File: src/logic/loop_slave_consts.svh
// Timing counts, code points and field positions of the loop transceiver slave sequencer
`ifndef LOOP_SLAVE_CONSTS_SVH
`define LOOP_SLAVE_CONSTS_SVH

// ----------------------------------------------------------------------------
// Clock and derived rates
// ----------------------------------------------------------------------------
`define CLK_HZ            50000000
`define OSC_HZ            4096000
`define DCLK_DIV          32
`define DCLK_HZ           (`OSC_HZ / `DCLK_DIV)
`define DCLK_HALF_CYCLES  (`CLK_HZ / (2 * `DCLK_HZ))
`define LINE_BIT_HZ       256000
`define BURST_DELAY_BITS  4
`define BURST_DELAY_CYCLES ((`BURST_DELAY_BITS * `CLK_HZ + `LINE_BIT_HZ - 1) / `LINE_BIT_HZ)

// ----------------------------------------------------------------------------
// Long times, in microseconds and hertz, and their cycle counts
// ----------------------------------------------------------------------------
`define SILENCE_US        250
`define SILENCE_CYCLES    (`SILENCE_US * (`CLK_HZ / 1000000))
`define TICK_US           125
`define TICK_CYCLES       (`TICK_US * (`CLK_HZ / 1000000))
`define TONE_HZ           500
`define TONE_HALF_CYCLES  (`CLK_HZ / (2 * `TONE_HZ))

// ----------------------------------------------------------------------------
// Frame layout
// ----------------------------------------------------------------------------
`define WORD_BITS         8
`define TX_LAST_HALF      5'h0F
`define TX_END_HALF       5'h10
`define FRAME_LAST_HALF   5'h1F

// ----------------------------------------------------------------------------
// Tone code points: positive and negative half of the square wave
// ----------------------------------------------------------------------------
`define TONE_MU_POS       8'hA2
`define TONE_MU_NEG       8'h22
`define TONE_A_POS        8'hB8
`define TONE_A_NEG        8'h38

`endif

File: src/logic/loop_slave_pkg.sv
// Types shared by the loop transceiver slave sequencer and its surroundings
`default_nettype none
package loop_slave_pkg;

   // Completion report from the demodulator
   typedef struct packed {
      logic       done;
      logic [7:0] voice;
      logic [1:0] sig;
      logic       valid;
   } demod_t;

   // One burst's payload for the modulator
   typedef struct packed {
      logic [7:0] voice;
      logic [1:0] sig;
   } burst_t;

endpackage : loop_slave_pkg
`default_nettype wire

File: src/logic/loop_slave_seq.sv
// Sequencing and control logic of the telset-side loop transceiver
//
// Behaviour
// - Transmit window high eight clocks after demodulation
// - Shift demodulated word out on rising clocks
// - PCM output released while transmit window low
// - Receive window is inverse of transmit window
// - Sample PCM input on eight falling clocks
// - Data clock 128 kHz, starts on demodulation
// - Clock stops low after sixteen periods
// - Signalling outputs and valid update at window rise
// - Valid only for good sync, no errors
// - Silence of 250 us clears valid flag
// - Capture signalling inputs at window rise
// - Power-down stops transmission, keeps receive side
// - Powered up: answer every master burst
// - Free-run 125 us clock, burst every other
// - Weakly drive power-down pin from line activity
// - Tone request substitutes 500 Hz square wave
// - Tone request alone makes windows and clock
// - Tone coded mu-law on 1, A-law 0
// - Loop-back returns demodulated voice to master
// - Loop-back holds data clock low
// - Burst starts four line bits after demodulation
// - Clock is oscillator over 32, slip absorbed
`default_nettype none
`include "loop_slave_consts.svh"

module loop_slave_seq #(
   parameter logic [15:0] SILENCE_CYCLES   = 16'(`SILENCE_CYCLES),
   parameter logic [15:0] TICK_CYCLES      = 16'(`TICK_CYCLES),
   parameter logic [15:0] TONE_HALF_CYCLES = 16'(`TONE_HALF_CYCLES)
) (
   input  wire logic                    i_clock,
   input  wire logic                    i_resetn,
   input  wire loop_slave_pkg::demod_t  i_demod,
   output logic                         o_burst_valid,
   output loop_slave_pkg::burst_t       o_burst,
   input  wire logic                    i_burst_ready,
   input  wire logic                    i_pcm_in,
   output logic                         o_pcm_out,
   output logic                         o_pcm_out_en,
   output logic                         o_transmit_window,
   output logic                         o_receive_window,
   output logic                         o_data_clock,
   input  wire logic                    i_sig_in_a,
   input  wire logic                    i_sig_in_b,
   output logic                         o_sig_out_a,
   output logic                         o_sig_out_b,
   output logic                         o_valid_frame,
   input  wire logic                    i_power_down_n,
   output logic                         o_power_down_n,
   output logic                         o_power_down_n_en,
   input  wire logic                    i_tone_request,
   input  wire logic                    i_loopback_n,
   input  wire logic                    i_companding_law_select
);

   // -------------------------------------------------------------------------
   // Derived counts
   // -------------------------------------------------------------------------
   localparam logic [7:0]  HALF_LAST  = 8'(`DCLK_HALF_CYCLES - 1);
   localparam logic [9:0]  BURST_LAST = 10'(`BURST_DELAY_CYCLES - 1);

   // -------------------------------------------------------------------------
   // State
   // -------------------------------------------------------------------------
   typedef struct packed {
      logic [15:0]            sil_cnt;
      logic                   silent;
      logic [15:0]            tick_cnt;
      logic                   tick_odd;
      logic [15:0]            tone_cnt;
      logic                   tone_pos;
      logic                   frame_on;
      logic [7:0]             half_cnt;
      logic [4:0]             half_idx;
      logic                   tx_win;
      logic                   rx_win;
      logic                   dclk;
      logic [7:0]             tx_sh;
      logic                   pcm_out;
      logic [7:0]             rx_sh;
      logic [7:0]             rx_word;
      logic [1:0]             sig_out;
      logic                   valid;
      logic [1:0]             sig_cap;
      logic                   burst_wait;
      logic [9:0]             burst_cnt;
      logic [7:0]             burst_voice;
      logic                   push_pend;
      loop_slave_pkg::burst_t push_word;
      loop_slave_pkg::burst_t ent0;
      loop_slave_pkg::burst_t ent1;
      logic                   v0;
      logic                   v1;
      logic                   pd_out;
      logic                   pd_en;
   } state_t;

   state_t s_reg;
   state_t s_next;

   // -------------------------------------------------------------------------
   // Next state
   // -------------------------------------------------------------------------
   // A new demodulation always restarts the frame, which is what soaks up
   // clock slip between the two ends.
   always_comb
   begin
      logic       powered;
      logic       tick;
      logic       demod_start;
      logic       tone_start;
      logic       free_burst;
      logic [7:0] tone_word;
      logic [7:0] out_word;
      logic       room;
      logic       do_push;
      logic       fresh;

      s_next      = s_reg;
      powered     = i_power_down_n;
      tick        = 1'b0;
      demod_start = i_demod.done;
      tone_start  = 1'b0;
      free_burst  = 1'b0;
      tone_word   = 8'h00;
      out_word    = 8'h00;
      room        = 1'b0;
      do_push     = 1'b0;
      fresh       = 1'b0;

      // Silence watch, restarted by each completed demodulation
      if (i_demod.done)
      begin
         s_next.sil_cnt = 16'h0000;
         s_next.silent  = 1'b0;
         s_next.pd_out  = 1'b1;
         s_next.pd_en   = 1'b1;
      end
      else if (!s_reg.silent)
      begin
         if (s_reg.sil_cnt == SILENCE_CYCLES - 16'h0001)
         begin
            s_next.silent = 1'b1;
            s_next.valid  = 1'b0;
            s_next.pd_out = 1'b0;
            s_next.pd_en  = 1'b1;
         end
         else
         begin
            s_next.sil_cnt = s_reg.sil_cnt + 16'h0001;
         end
      end

      // Free-running 125 us clock while the line is silent
      if (s_reg.silent && !i_demod.done && (powered || i_tone_request))
      begin
         if (s_reg.tick_cnt == TICK_CYCLES - 16'h0001)
         begin
            s_next.tick_cnt = 16'h0000;
            s_next.tick_odd = !s_reg.tick_odd;
            tick            = 1'b1;
         end
         else
         begin
            s_next.tick_cnt = s_reg.tick_cnt + 16'h0001;
         end
      end
      else
      begin
         s_next.tick_cnt = 16'h0000;
         s_next.tick_odd = 1'b0;
      end
      tone_start = tick && i_tone_request;
      free_burst = tick && s_reg.tick_odd && powered;

      // Tone square wave, always running so its phase stays steady
      if (s_reg.tone_cnt == TONE_HALF_CYCLES - 16'h0001)
      begin
         s_next.tone_cnt = 16'h0000;
         s_next.tone_pos = !s_reg.tone_pos;
      end
      else
      begin
         s_next.tone_cnt = s_reg.tone_cnt + 16'h0001;
      end
      if (i_companding_law_select)
         tone_word = s_reg.tone_pos ? `TONE_MU_POS : `TONE_MU_NEG;
      else
         tone_word = s_reg.tone_pos ? `TONE_A_POS : `TONE_A_NEG;
      out_word = i_tone_request ? tone_word : i_demod.voice;

      // Data clock half periods; loop-back keeps the pin low
      if (s_reg.frame_on)
      begin
         if (s_reg.half_cnt == HALF_LAST)
         begin
            s_next.half_cnt = 8'h00;
            if (s_reg.half_idx == `FRAME_LAST_HALF)
            begin
               s_next.frame_on = 1'b0;
               s_next.dclk     = 1'b0;
               s_next.rx_word  = s_reg.rx_sh;
            end
            else
            begin
               s_next.half_idx = s_reg.half_idx + 5'h01;
               if (!s_next.half_idx[0])
               begin
                  s_next.dclk = i_loopback_n;
                  if (s_next.half_idx == `TX_END_HALF)
                  begin
                     s_next.tx_win = 1'b0;
                     s_next.rx_win = 1'b1;
                  end
                  else
                  begin
                     s_next.pcm_out = s_reg.tx_sh[7];
                     s_next.tx_sh   = {s_reg.tx_sh[6:0], 1'b0};
                  end
               end
               else
               begin
                  s_next.dclk = 1'b0;
                  if (s_next.half_idx > `TX_END_HALF)
                     s_next.rx_sh = {s_reg.rx_sh[6:0], i_pcm_in};
               end
            end
         end
         else
         begin
            s_next.half_cnt = s_reg.half_cnt + 8'h01;
         end
      end

      // Frame start, by demodulation or by the free-running 125 us tick under tone request
      if (demod_start || tone_start)
      begin
         s_next.frame_on = 1'b1;
         s_next.half_cnt = 8'h00;
         s_next.half_idx = 5'h00;
         s_next.tx_win   = 1'b1;
         s_next.rx_win   = 1'b0;
         s_next.dclk     = i_loopback_n;
         s_next.pcm_out  = out_word[7];
         s_next.tx_sh    = {out_word[6:0], 1'b0};
         s_next.sig_cap  = {i_sig_in_b, i_sig_in_a};
      end
      // Loop-back pulls the pin low at once, not at the next half boundary
      if (!i_loopback_n)
         s_next.dclk = 1'b0;
      if (demod_start)
      begin
         s_next.sig_out = i_demod.sig;
         s_next.valid   = i_demod.valid;
      end
      if (tick)
         s_next.sig_cap = {i_sig_in_b, i_sig_in_a};

      // Return burst: armed by demodulation when powered up
      if (demod_start && powered)
      begin
         s_next.burst_wait  = 1'b1;
         s_next.burst_cnt   = 10'h000;
         s_next.burst_voice = i_loopback_n ? s_reg.rx_word : i_demod.voice;
      end
      else if (s_reg.burst_wait)
      begin
         if (s_reg.burst_cnt == BURST_LAST)
         begin
            s_next.burst_wait      = 1'b0;
            s_next.push_pend       = 1'b1;
            s_next.push_word.voice = s_reg.burst_voice;
            s_next.push_word.sig   = s_reg.sig_cap;
            fresh                  = 1'b1;
         end
         else
         begin
            s_next.burst_cnt = s_reg.burst_cnt + 10'h001;
         end
      end
      if (free_burst)
      begin
         s_next.push_pend       = 1'b1;
         s_next.push_word.voice = s_reg.rx_word;
         s_next.push_word.sig   = {i_sig_in_b, i_sig_in_a};
         fresh                  = 1'b1;
      end
      if (!powered)
      begin
         s_next.burst_wait = 1'b0;
         s_next.push_pend  = 1'b0;
      end

      // Two-entry buffer; a pending burst waits while it is full
      room    = !s_reg.v1;
      do_push = s_reg.push_pend && room && powered;
      if (i_burst_ready && s_reg.v0)
      begin
         s_next.ent0 = s_reg.ent1;
         s_next.v0   = s_reg.v1;
         s_next.v1   = 1'b0;
      end
      if (do_push)
      begin
         // A burst loaded in this same cycle stays pending behind the old one
         if (!fresh)
            s_next.push_pend = 1'b0;
         if (!s_next.v0)
         begin
            s_next.ent0 = s_reg.push_word;
            s_next.v0   = 1'b1;
         end
         else
         begin
            s_next.ent1 = s_reg.push_word;
            s_next.v1   = 1'b1;
         end
      end
   end

   // -------------------------------------------------------------------------
   // State register
   // -------------------------------------------------------------------------
   always_ff @(posedge i_clock or negedge i_resetn)
   begin
      if (!i_resetn)
      begin
         s_reg        <= '0;
         s_reg.rx_win <= 1'b1;
      end
      else
      begin
         s_reg <= s_next;
      end
   end

   // -------------------------------------------------------------------------
   // Outputs, all straight from the state register
   // -------------------------------------------------------------------------
   assign o_burst_valid     = s_reg.v0;
   assign o_burst           = s_reg.ent0;
   assign o_pcm_out         = s_reg.pcm_out;
   assign o_pcm_out_en      = s_reg.tx_win;
   assign o_transmit_window = s_reg.tx_win;
   assign o_receive_window  = s_reg.rx_win;
   assign o_data_clock      = s_reg.dclk;
   assign o_sig_out_a       = s_reg.sig_out[0];
   assign o_sig_out_b       = s_reg.sig_out[1];
   assign o_valid_frame     = s_reg.valid;
   assign o_power_down_n    = s_reg.pd_out;
   assign o_power_down_n_en = s_reg.pd_en;

endmodule : loop_slave_seq
`default_nettype wire

File: config.mk
export PLATFORM = sky130hd
export DESIGN_NAME = loop_slave_seq
export DESIGN_NICKNAME = d
export VERILOG_FILES = /design/src/logic/loop_slave_pkg.sv /design/src/logic/loop_slave_seq.sv
export VERILOG_INCLUDE_DIRS = /design/src /design/src/logic
export SDC_FILE = /design/constraint.sdc
export NUM_CORES = 1
export LEC_CHECK = 0
export BUFFER_PORTS_ARGS = -buffer_cell sky130_fd_sc_hd__buf_4
export CORE_MARGIN = 2
export CORE_UTILIZATION = 55
export DETAILED_ROUTE_END_ITERATION = 6
export GPL_TIMING_DRIVEN = 0
export PLACE_DENSITY = 0.84
export SETUP_SLACK_MARGIN = 0.15
export SLEW_MARGIN = 20
export SYNTH_ARGS = -nofsm -noshare
export SYNTH_HDL_FRONTEND = slang
export SYNTH_SLANG_ARGS = --single-unit
File: constraint.sdc
create_clock -name i_clock -period 2.3 [get_ports i_clock]
set_input_delay 0.115 -clock i_clock [delete_from_list [all_inputs] [get_ports i_clock]]
set_output_delay 0.115 -clock i_clock [all_outputs]
set_load 0.005 [all_outputs]
Yosys cells after proc, flatten, opt, wreduce, memory -nomap -nowiden:

Cells that the tools add are included.
Widths: inputs -> output; s select.

* register bits: 152
* bits of input ports: 22
* output and inout port bits: 21

* add/sub/neg operators: 6
* magnitude comparators: 1
* equal/unequal tests: 17
* multiplexer cells: 63
* bitwise gates (word level): 1
* reduce and logical (&&, ||, !) cells: 34

Operator list (count)
* $mux 8: 9
* $mux 17: 4
* $mux 11: 6
* $add 16x1->16 const B: 3
* $mux 16: 3
* $mux 42: 1
* $mux 10: 4
* $mux 33: 1
* $mux 26: 1
* $mux 1: 22
* $mux 22: 1
* $mux 9: 2
* $eq 16x13->1 const B: 1
* $eq 16x14->1 const B: 1
* $eq 16x16->1 const B: 1
* $mux 2: 8
* $reduce_bool 2->1: 8
* $reduce_and 5->1: 3
* $add 10x1->10 const B: 1
* $eq 10x10->1 const B: 1
* $eq 5x5->1 const B: 2
* $reduce_and 2->1: 5
* $logic_and 1x1->1: 9
* $reduce_and 3->1: 3
* 11 further kinds: 22

Depth between registers and ports, before layout:

Gate-level depths: netlist of the first run.

* depth after elaboration: 10
* depth in mapped cells: 9
* mapped depth without buffers: 8

Worst setup path before layout of the first run:

Ideal clock, no wire load.

* kind: reg2reg
* start: register s_reg[87] (netlist bit)
* end: register s_reg[79] (netlist bit)
* data arrival time: 2199 ps
* required time: 2181 ps
* slack: -17 ps
* stages on the path, launching flop included: 9
* buffers on the path: 0
* path through: dfrtp_1 > ha_1 > and3_1 > ha_1 > nand2_1 > nor4_1 > nor3_2 > nand2b_1 > o21a_1

* longest elaborated chain between the ends: 4

Ends and longest elaborated chain
* start: declaration: line loop_slave_seq.sv:101 `state_t s_reg;`
* start signal: assignment: line loop_slave_seq.sv:336 `s_reg <= s_next;`
* $add 5x1->5: line loop_slave_seq.sv:209 `s_next.half_idx = s_reg.half_idx + 5'h01;`
* $eq 5x5->1 (no line)
* $ne 2x1->1 (no line)
* $reduce_and 5->1 (no line) (*)

Mark *: on every way between the ends. The rest lies on a longest branch, timed or not.
A chain may end at the register's enable or synchronous reset.

Worst setup path after layout of the first run:

* start: register s_reg[88] (netlist bit)
* end: register s_reg[83] (netlist bit)

The elaborated chain is that of the path after synthesis.

==> results of run 1 <==
==> cells in the final DEF, fill, tap and decap left out, drive strengths merged, types with 9 or more instances in the layout <==
master	netlist	layout
dfrtp	150	150
nor2	98	98
buf	19	74
nand2	48	48
clkbuf	21	42
mux2i	38	38
xor2	35	35
a21oi	30	30
mux2	30	30
nand3	30	30
o21ai	26	26
xnor2	18	18
nand4	18	18
inv	14	14
and3	13	13
dlygate4sd3	0	11
nor3	11	11
ha	11	11
nor4	9	9
==> final timing paths <==
check | startpoint | to
worst max-delay path | s_reg[88]$_DFFE_PN0P_ | s_reg[83]$_DFFE_PN0P_
worst min register to register | o_power_down_n_en$_DFFE_PN0P_ | o_power_down_n_en$_DFFE_PN0P_
min in group asynchronous | i_resetn | s_reg[123]$_DFF_PN0_
worst max register to register | s_reg[88]$_DFFE_PN0P_ | s_reg[83]$_DFFE_PN0P_
worst min-delay path | i_demod[4] | s_reg[36]$_DFFE_PN0P_
max in group asynchronous | i_resetn | s_reg[87]$_DFFE_PN0P_
==> cells by family (layout without fill, tap and decap cells) <==
kind of cell,Yosys count,count (layout),share of synthesized area
flip-flops,151,151,0.529
adder cells (fa/ha/maj),11,11,0.0193
XOR/XNOR,53,53,0.0650
multiplexers,68,68,0.101
AO/OA/AOI/OAI,76,76,0.0611
buffers and inverters,54,150,0.0385
AND/OR/NAND/NOR,266,266,0.186
==> Yosys cell counts (8+ instances only) <==
| cell type | instances | area, sq um |
|---|---|---|
| dfrtp_1 | 150 | 3750 |
| nor2_1 | 98 | 368 |
| nand2_1 | 48 | 180 |
| mux2i_1 | 38 | 380 |
| xor2_1 | 35 | 307 |
| a21oi_1 | 30 | 150 |
| mux2_2 | 30 | 338 |
| nand3_1 | 30 | 150 |
| o21ai_0 | 26 | 130 |
| clkbuf_1 | 21 | 78.8 |
| nand4_1 | 18 | 113 |
| xnor2_1 | 18 | 158 |
| inv_1 | 14 | 52.6 |
| and3_1 | 13 | 81.3 |
| buf_4 | 11 | 82.6 |
| ha_1 | 11 | 138 |
| nor3_1 | 10 | 50.1 |
| nor4_1 | 8 | 50.1 |
==> critical path, cell delays in order, from the launching register on <==
cell and delay [ns]:
dfrtp_2 0.43, ha_4 0.18, and3_4 0.18, ha_4 0.28, nand2_4 0.07, nor4_4 0.32
nor3_4 0.09, buf_6 0.15, nand2b_4 0.15, o21a_1 0.18
==> cell type report <==
type	count	area, sq um	share of cell area
Inverter	14	52.6	0.00609
Clock buffer	21	460	0.0534
Timing Repair Buffer	66	554	0.0642
Sequential cell	151	3780	0.439
Tap cell	172	215	0.0249
Multi-Input combinational cell	474	3220	0.374
Clock inverter	9	103	0.0119
Buffer	40	235	0.0273
==> power groups by stage <==
stage          Sequential (mW)  Combinational [mW]  Clock, mW
2_1_floorplan             2.81               0.139          0
3_3_place_gp              2.82               0.258          0
3_5_place_dp              2.83               0.282          0
4_1_cts                   2.78               0.306       2.70
5_1_grt                   2.79               0.345       2.83
6_report                  2.79               0.307       2.66
==> through the flow <==
stage / hold slack [ns] / instances / setup slack, ns / utilization
after floorplan: -0.181 / 679 / 0.152 / -
after global placement: 0.324 / 891 / -0.100 / 0.608
after detailed placement: 0.144 / 892 / -0.165 / 0.610
after CTS: 0.0222 / 942 / 0.152 / 0.673
after global routing: 0.0477 / 947 / 0.0837 / 0.681
final: 0.0281 / 947 / 0.168 / 0.681
==> per-layer routing <==
metal	track usage	wire length, microns
met3	0.0567	825
met5	0	0
met2	0.398	7810
met1	0.288	6370
met4	0.110	422
==> repair_timing <==
action                                  in CTS  in global routing
resized for setup                           12                 21
buffers inserted                             9                  5
gates cloned                                 0                  0
endpoints found under the setup margin      28                 34
hold buffers                                11                  0
pin swaps                                    4                  7
endpoints found under the hold margin       93                  0
==> impl_metrics.tcl, run 1 <==
set metrics [dict create \
    outcome "finished, final reports clean" \
    clock-sinks 151 \
    design_area_sq_mm 0.00863 \
    finalPower_mw 5.76 \
    largest_reg_flops 131 \
    placement.io_buffers 40 \
    cp.required_ns 2.62 \
    antenna_found_initial 0 \
    place_area_sq_mm 0.00773 \
    timing_worst_setup_path_type "reg -> reg" \
    cap_violations 0 \
    p_per_area_mw_per_mm2 668 \
    cp-start-kind "flop" \
    vias_per_cell 5.69 \
    cts_buffers 17 \
    firstDrtPassIters 6 \
    grt_pass1_wl_mm 26.6 \
    fin_crit_sh 0.927 \
    setup_viol 0 \
    vias 5385 \
    routed_wl_mm 15.4 \
    crit_path_end_kind "flop" \
    die_w_microns 118 \
    synth_area_per_cell_sq_um 10.5 \
    num_rows 41 \
    yosys_warnings 0 \
    design.core.area_sq_mm 0.0127 \
    worstMarginPinSlew_ns 0.717 \
    grt_pass1_vias 5575 \
    cp_max_fo 5 \
    htree_num_levels 4 \
    ys_seq_area_frac 0.529 \
    p_leak_nw 4.08 \
    ios 43 \
    internal-power_mw 4.48 \
    synth_flop_cell "dfrtp_1" \
    dp_hpwl_mm 10.1 \
    area_growth_pct 20.8 \
    swShare 0.222 \
    antenna_cells 0 \
    grt_overflow_total 0 \
    nets 797 \
    start_util 0.564 \
    path_clk_slew_ns 0.06 \
    drive_gt1_frac 0.209 \
    slew-limit-headroom 0.515 \
    fin_crit_ns 2.13 \
    cts_buffer_depth 2 \
    ant_nets 0 \
    syn_inst 679 \
    dieHeight_microns 118 \
    finalSetupTns_ns 0 \
    fill_cells 866 \
    p_sw_mw 1.28 \
    min_path_cells 3 \
    combPwrFrac 0.053 \
    rrSetupSlack_ns 0.17 \
    final_max_slew_viol_count 0 \
    synth_area_sq_mm 0.00714 \
    cts-root-buf "clkbuf_16" \
    r2r_cells 9 \
    drc 0 \
    pwr-share-seq 0.484 \
    clock_latency_ns 0.43 \
    hp-class "in -> reg" \
    async_reset_ff_frac 1.00 \
    grt.total_usage 0.237 \
    grt_setup_unrepaired "yes" \
    hold_viol_final 0 \
    routabilityCongestion 0.848 \
    die_area_sq_mm 0.0139 \
    clock_skew_ns 0.00720 \
    synth.distinct_cells 55 \
    max-vdd-ir-drop_v 0.000592 \
    max_freq_ghz 0.469 \
    cts_tree "yes" \
    clock_power_share 0.463 \
    synthesis.nets 712 \
    drt_iter0_markers 519 \
    synth_edf_count 0 \
    arrival_ns 2.45 \
    grt_max_degree 83 \
    wl_per_cell_microns 16.3 \
    ys_seq_elements 151 \
]
No activity file was read; power rests on OpenSTA's default activity.
==> run 2, diff against run 1 <==
==> constraint.sdc (replaced) <==
create_clock -name i_clock -period 1.95 [get_ports i_clock]
set_input_delay 0.0975 -clock i_clock [delete_from_list [all_inputs] [get_ports i_clock]]
set_output_delay 0.0975 -clock i_clock [all_outputs]
set_load 0.005 [all_outputs]
==> impl_metrics.tcl, run 2 (synthesized netlist as in run 1, its figures left out) <==
set metrics [dict create \
    placement.io_buffers 40 \
    clock_power_share 0.456 \
    cp.required_ns 2.32 \
    start_util 0.564 \
    swShare 0.248 \
    wl_per_cell_microns 20.4 \
    firstDrtPassIters 7 \
    fill_cells 665 \
    timing_worst_setup_path_type "reg -> reg" \
    routabilityCongestion 0.828 \
    design_area_sq_mm 0.00954 \
    clock-sinks 151 \
    setup_viol 40 \
    antenna_found_initial 0 \
    worstMarginPinSlew_ns 0.712 \
    pwr-share-seq 0.474 \
    grt_setup_unrepaired "yes" \
    path_clk_slew_ns 0.07 \
    fin_crit_sh 1.08 \
    clock_latency_ns 0.43 \
    antenna_cells 0 \
    final_common_cell "dfrtp_1" \
    ios 43 \
    drc 0 \
    cts_tree "yes" \
    final_max_slew_viol_count 0 \
    dieHeight_microns 118 \
    dp_slack_ns -0.370 \
    grt_overflow_total 0 \
    max-vdd-ir-drop_v 0.000670 \
    largest_reg_flops 131 \
    grt.total_usage 0.250 \
    vias_per_cell 6.05 \
    htree_num_levels 4 \
    cp_max_fo 3 \
    nets 828 \
    vias 5928 \
    p_per_area_mw_per_mm2 727 \
    drt_iter0_markers 597 \
    finalSetupTns_ns -2.48 \
    design.core.area_sq_mm 0.0127 \
    dp_hpwl_mm 9.72 \
    p_leak_nw 4.37 \
    num_rows 41 \
    violations "negative setup slack" \
    die_w_microns 118 \
    cap_violations 0 \
    cts_buffer_depth 2 \
    p_sw_mw 1.72 \
    crit_path_end_kind "flop" \
    cts_buffers 17 \
    rrSetupSlack_ns -0.16 \
    drive_gt1_frac 0.317 \
    finalCoreUtilization 0.753 \
    area_growth_pct 33.6 \
    place_area_sq_mm 0.00777 \
    grt_pass1_wl_mm 27.9 \
    clock_skew_ns 0.00962 \
    cp-start-kind "flop" \
    hp-class "in -> reg" \
    routed_wl_mm 19.9 \
    hold_viol_final 0 \
    grt_max_degree 88 \
    fin_crit_ns 2.11 \
    combPwrFrac 0.070 \
    internal-power_mw 5.21 \
    setup_slack_ns -0.162 \
    die_area_sq_mm 0.0139 \
    most-common-layout-cells "dfrtp_1, buf_4, nor2_1, nand2_1, mux2i_1" \
    cts-root-buf "clkbuf_16" \
    arrival_ns 2.48 \
    outcome "complete, but fails checks" \
    grt_pass1_vias 5790 \
    max_freq_ghz 0.473 \
    ant_nets 0 \
    slew-limit-headroom 0.526 \
]
[run 2: cell count changes in the layout (fill, tap and decap cells not counted), moves of 6 or more]
cell,change
clkbuf_1,-7
mux2_4,+10
mux2_2,-10
nor2_4,+24
buf_6,+9
buf_8,+6
a21oi_2,+6
a21oi_1,-6
nor2_1,-25
buf_4,+13
[run 2: worst paths after layout]
path	start	end	cells past startpoint
max	s_reg[88]$_DFFE_PN0P_	s_reg[83]$_DFFE_PN0P_	9
min	i_demod[6]	s_reg[38]$_DFFE_PN0P_	3
max reg2reg	s_reg[88]$_DFFE_PN0P_	s_reg[83]$_DFFE_PN0P_	9
min reg2reg	s_reg[102]$_DFF_PN0_	s_reg[102]$_DFF_PN0_	1
max in group asynchronous	i_resetn	s_reg[87]$_DFFE_PN0P_	3
min in group asynchronous	i_resetn	s_reg[128]$_DFF_PN0_	2
[run 2: metal layers]
metal,part of all wire,track usage
met2,0.53,0.423
met4,0.032,0.123
met5,0,0
met1,0.38,0.303
met3,0.057,0.0518
[run 2: repair_timing]
action | CTS | global route
pin swaps | 18 | 16
hold buffers | 14 | 0
endpoints found under the setup margin | 85 | 97
resized for setup | 96 | 77
gates cloned | 4 | 1
buffers inserted | 20 | 17
endpoints found under the hold margin | 83 | 0
[run 2: final cells by class]
type	count	area [sq um]	area share
flip-flops and latches	151	3780	0.397
multi-input cells	475	3730	0.391
clock inverters	14	125	0.0131
plain buffers	40	322	0.0337
well taps	172	215	0.0226
inverters	14	52.6	0.00551
clock buffers	18	439	0.0460
repair buffers	96	870	0.0911
[run 2: metrics by stage]
| step | hold slack, ns | std cells | power (mW) |
|---|---|---|---|
| after floorplan | -0.198 | 679 | 3.48 |
| after global placement | 0.307 | 891 | 3.63 |
| after detailed placement | 0.0637 | 892 | 3.66 |
| after CTS | 0.000945 | 962 | 6.81 |
| after global routing | 0.0555 | 980 | 7.14 |
| final | 0.0347 | 980 | 6.94 |
[run 2: critical path, stage by stage (launching register included)]
cell and delay, ns:
dfrtp_2 0.43, ha_4 0.17, and3_4 0.18, ha_4 0.28
nand2_4 0.07, nor4_4 0.26, buf_4 0.19, nor4_1 0.05
o21ai_0 0.25, o21a_1 0.17
[run 2: power by group through the flow]
stage | Sequential (mW) | Clock [mW] | Combinational (mW)
4_1_cts | 3.26 | 3.14 | 0.405
3_3_place_gp | 3.33 | 0 | 0.306
5_1_grt | 3.29 | 3.33 | 0.524
3_5_place_dp | 3.33 | 0 | 0.329
6_report | 3.28 | 3.17 | 0.485
2_1_floorplan | 3.32 | 0 | 0.164
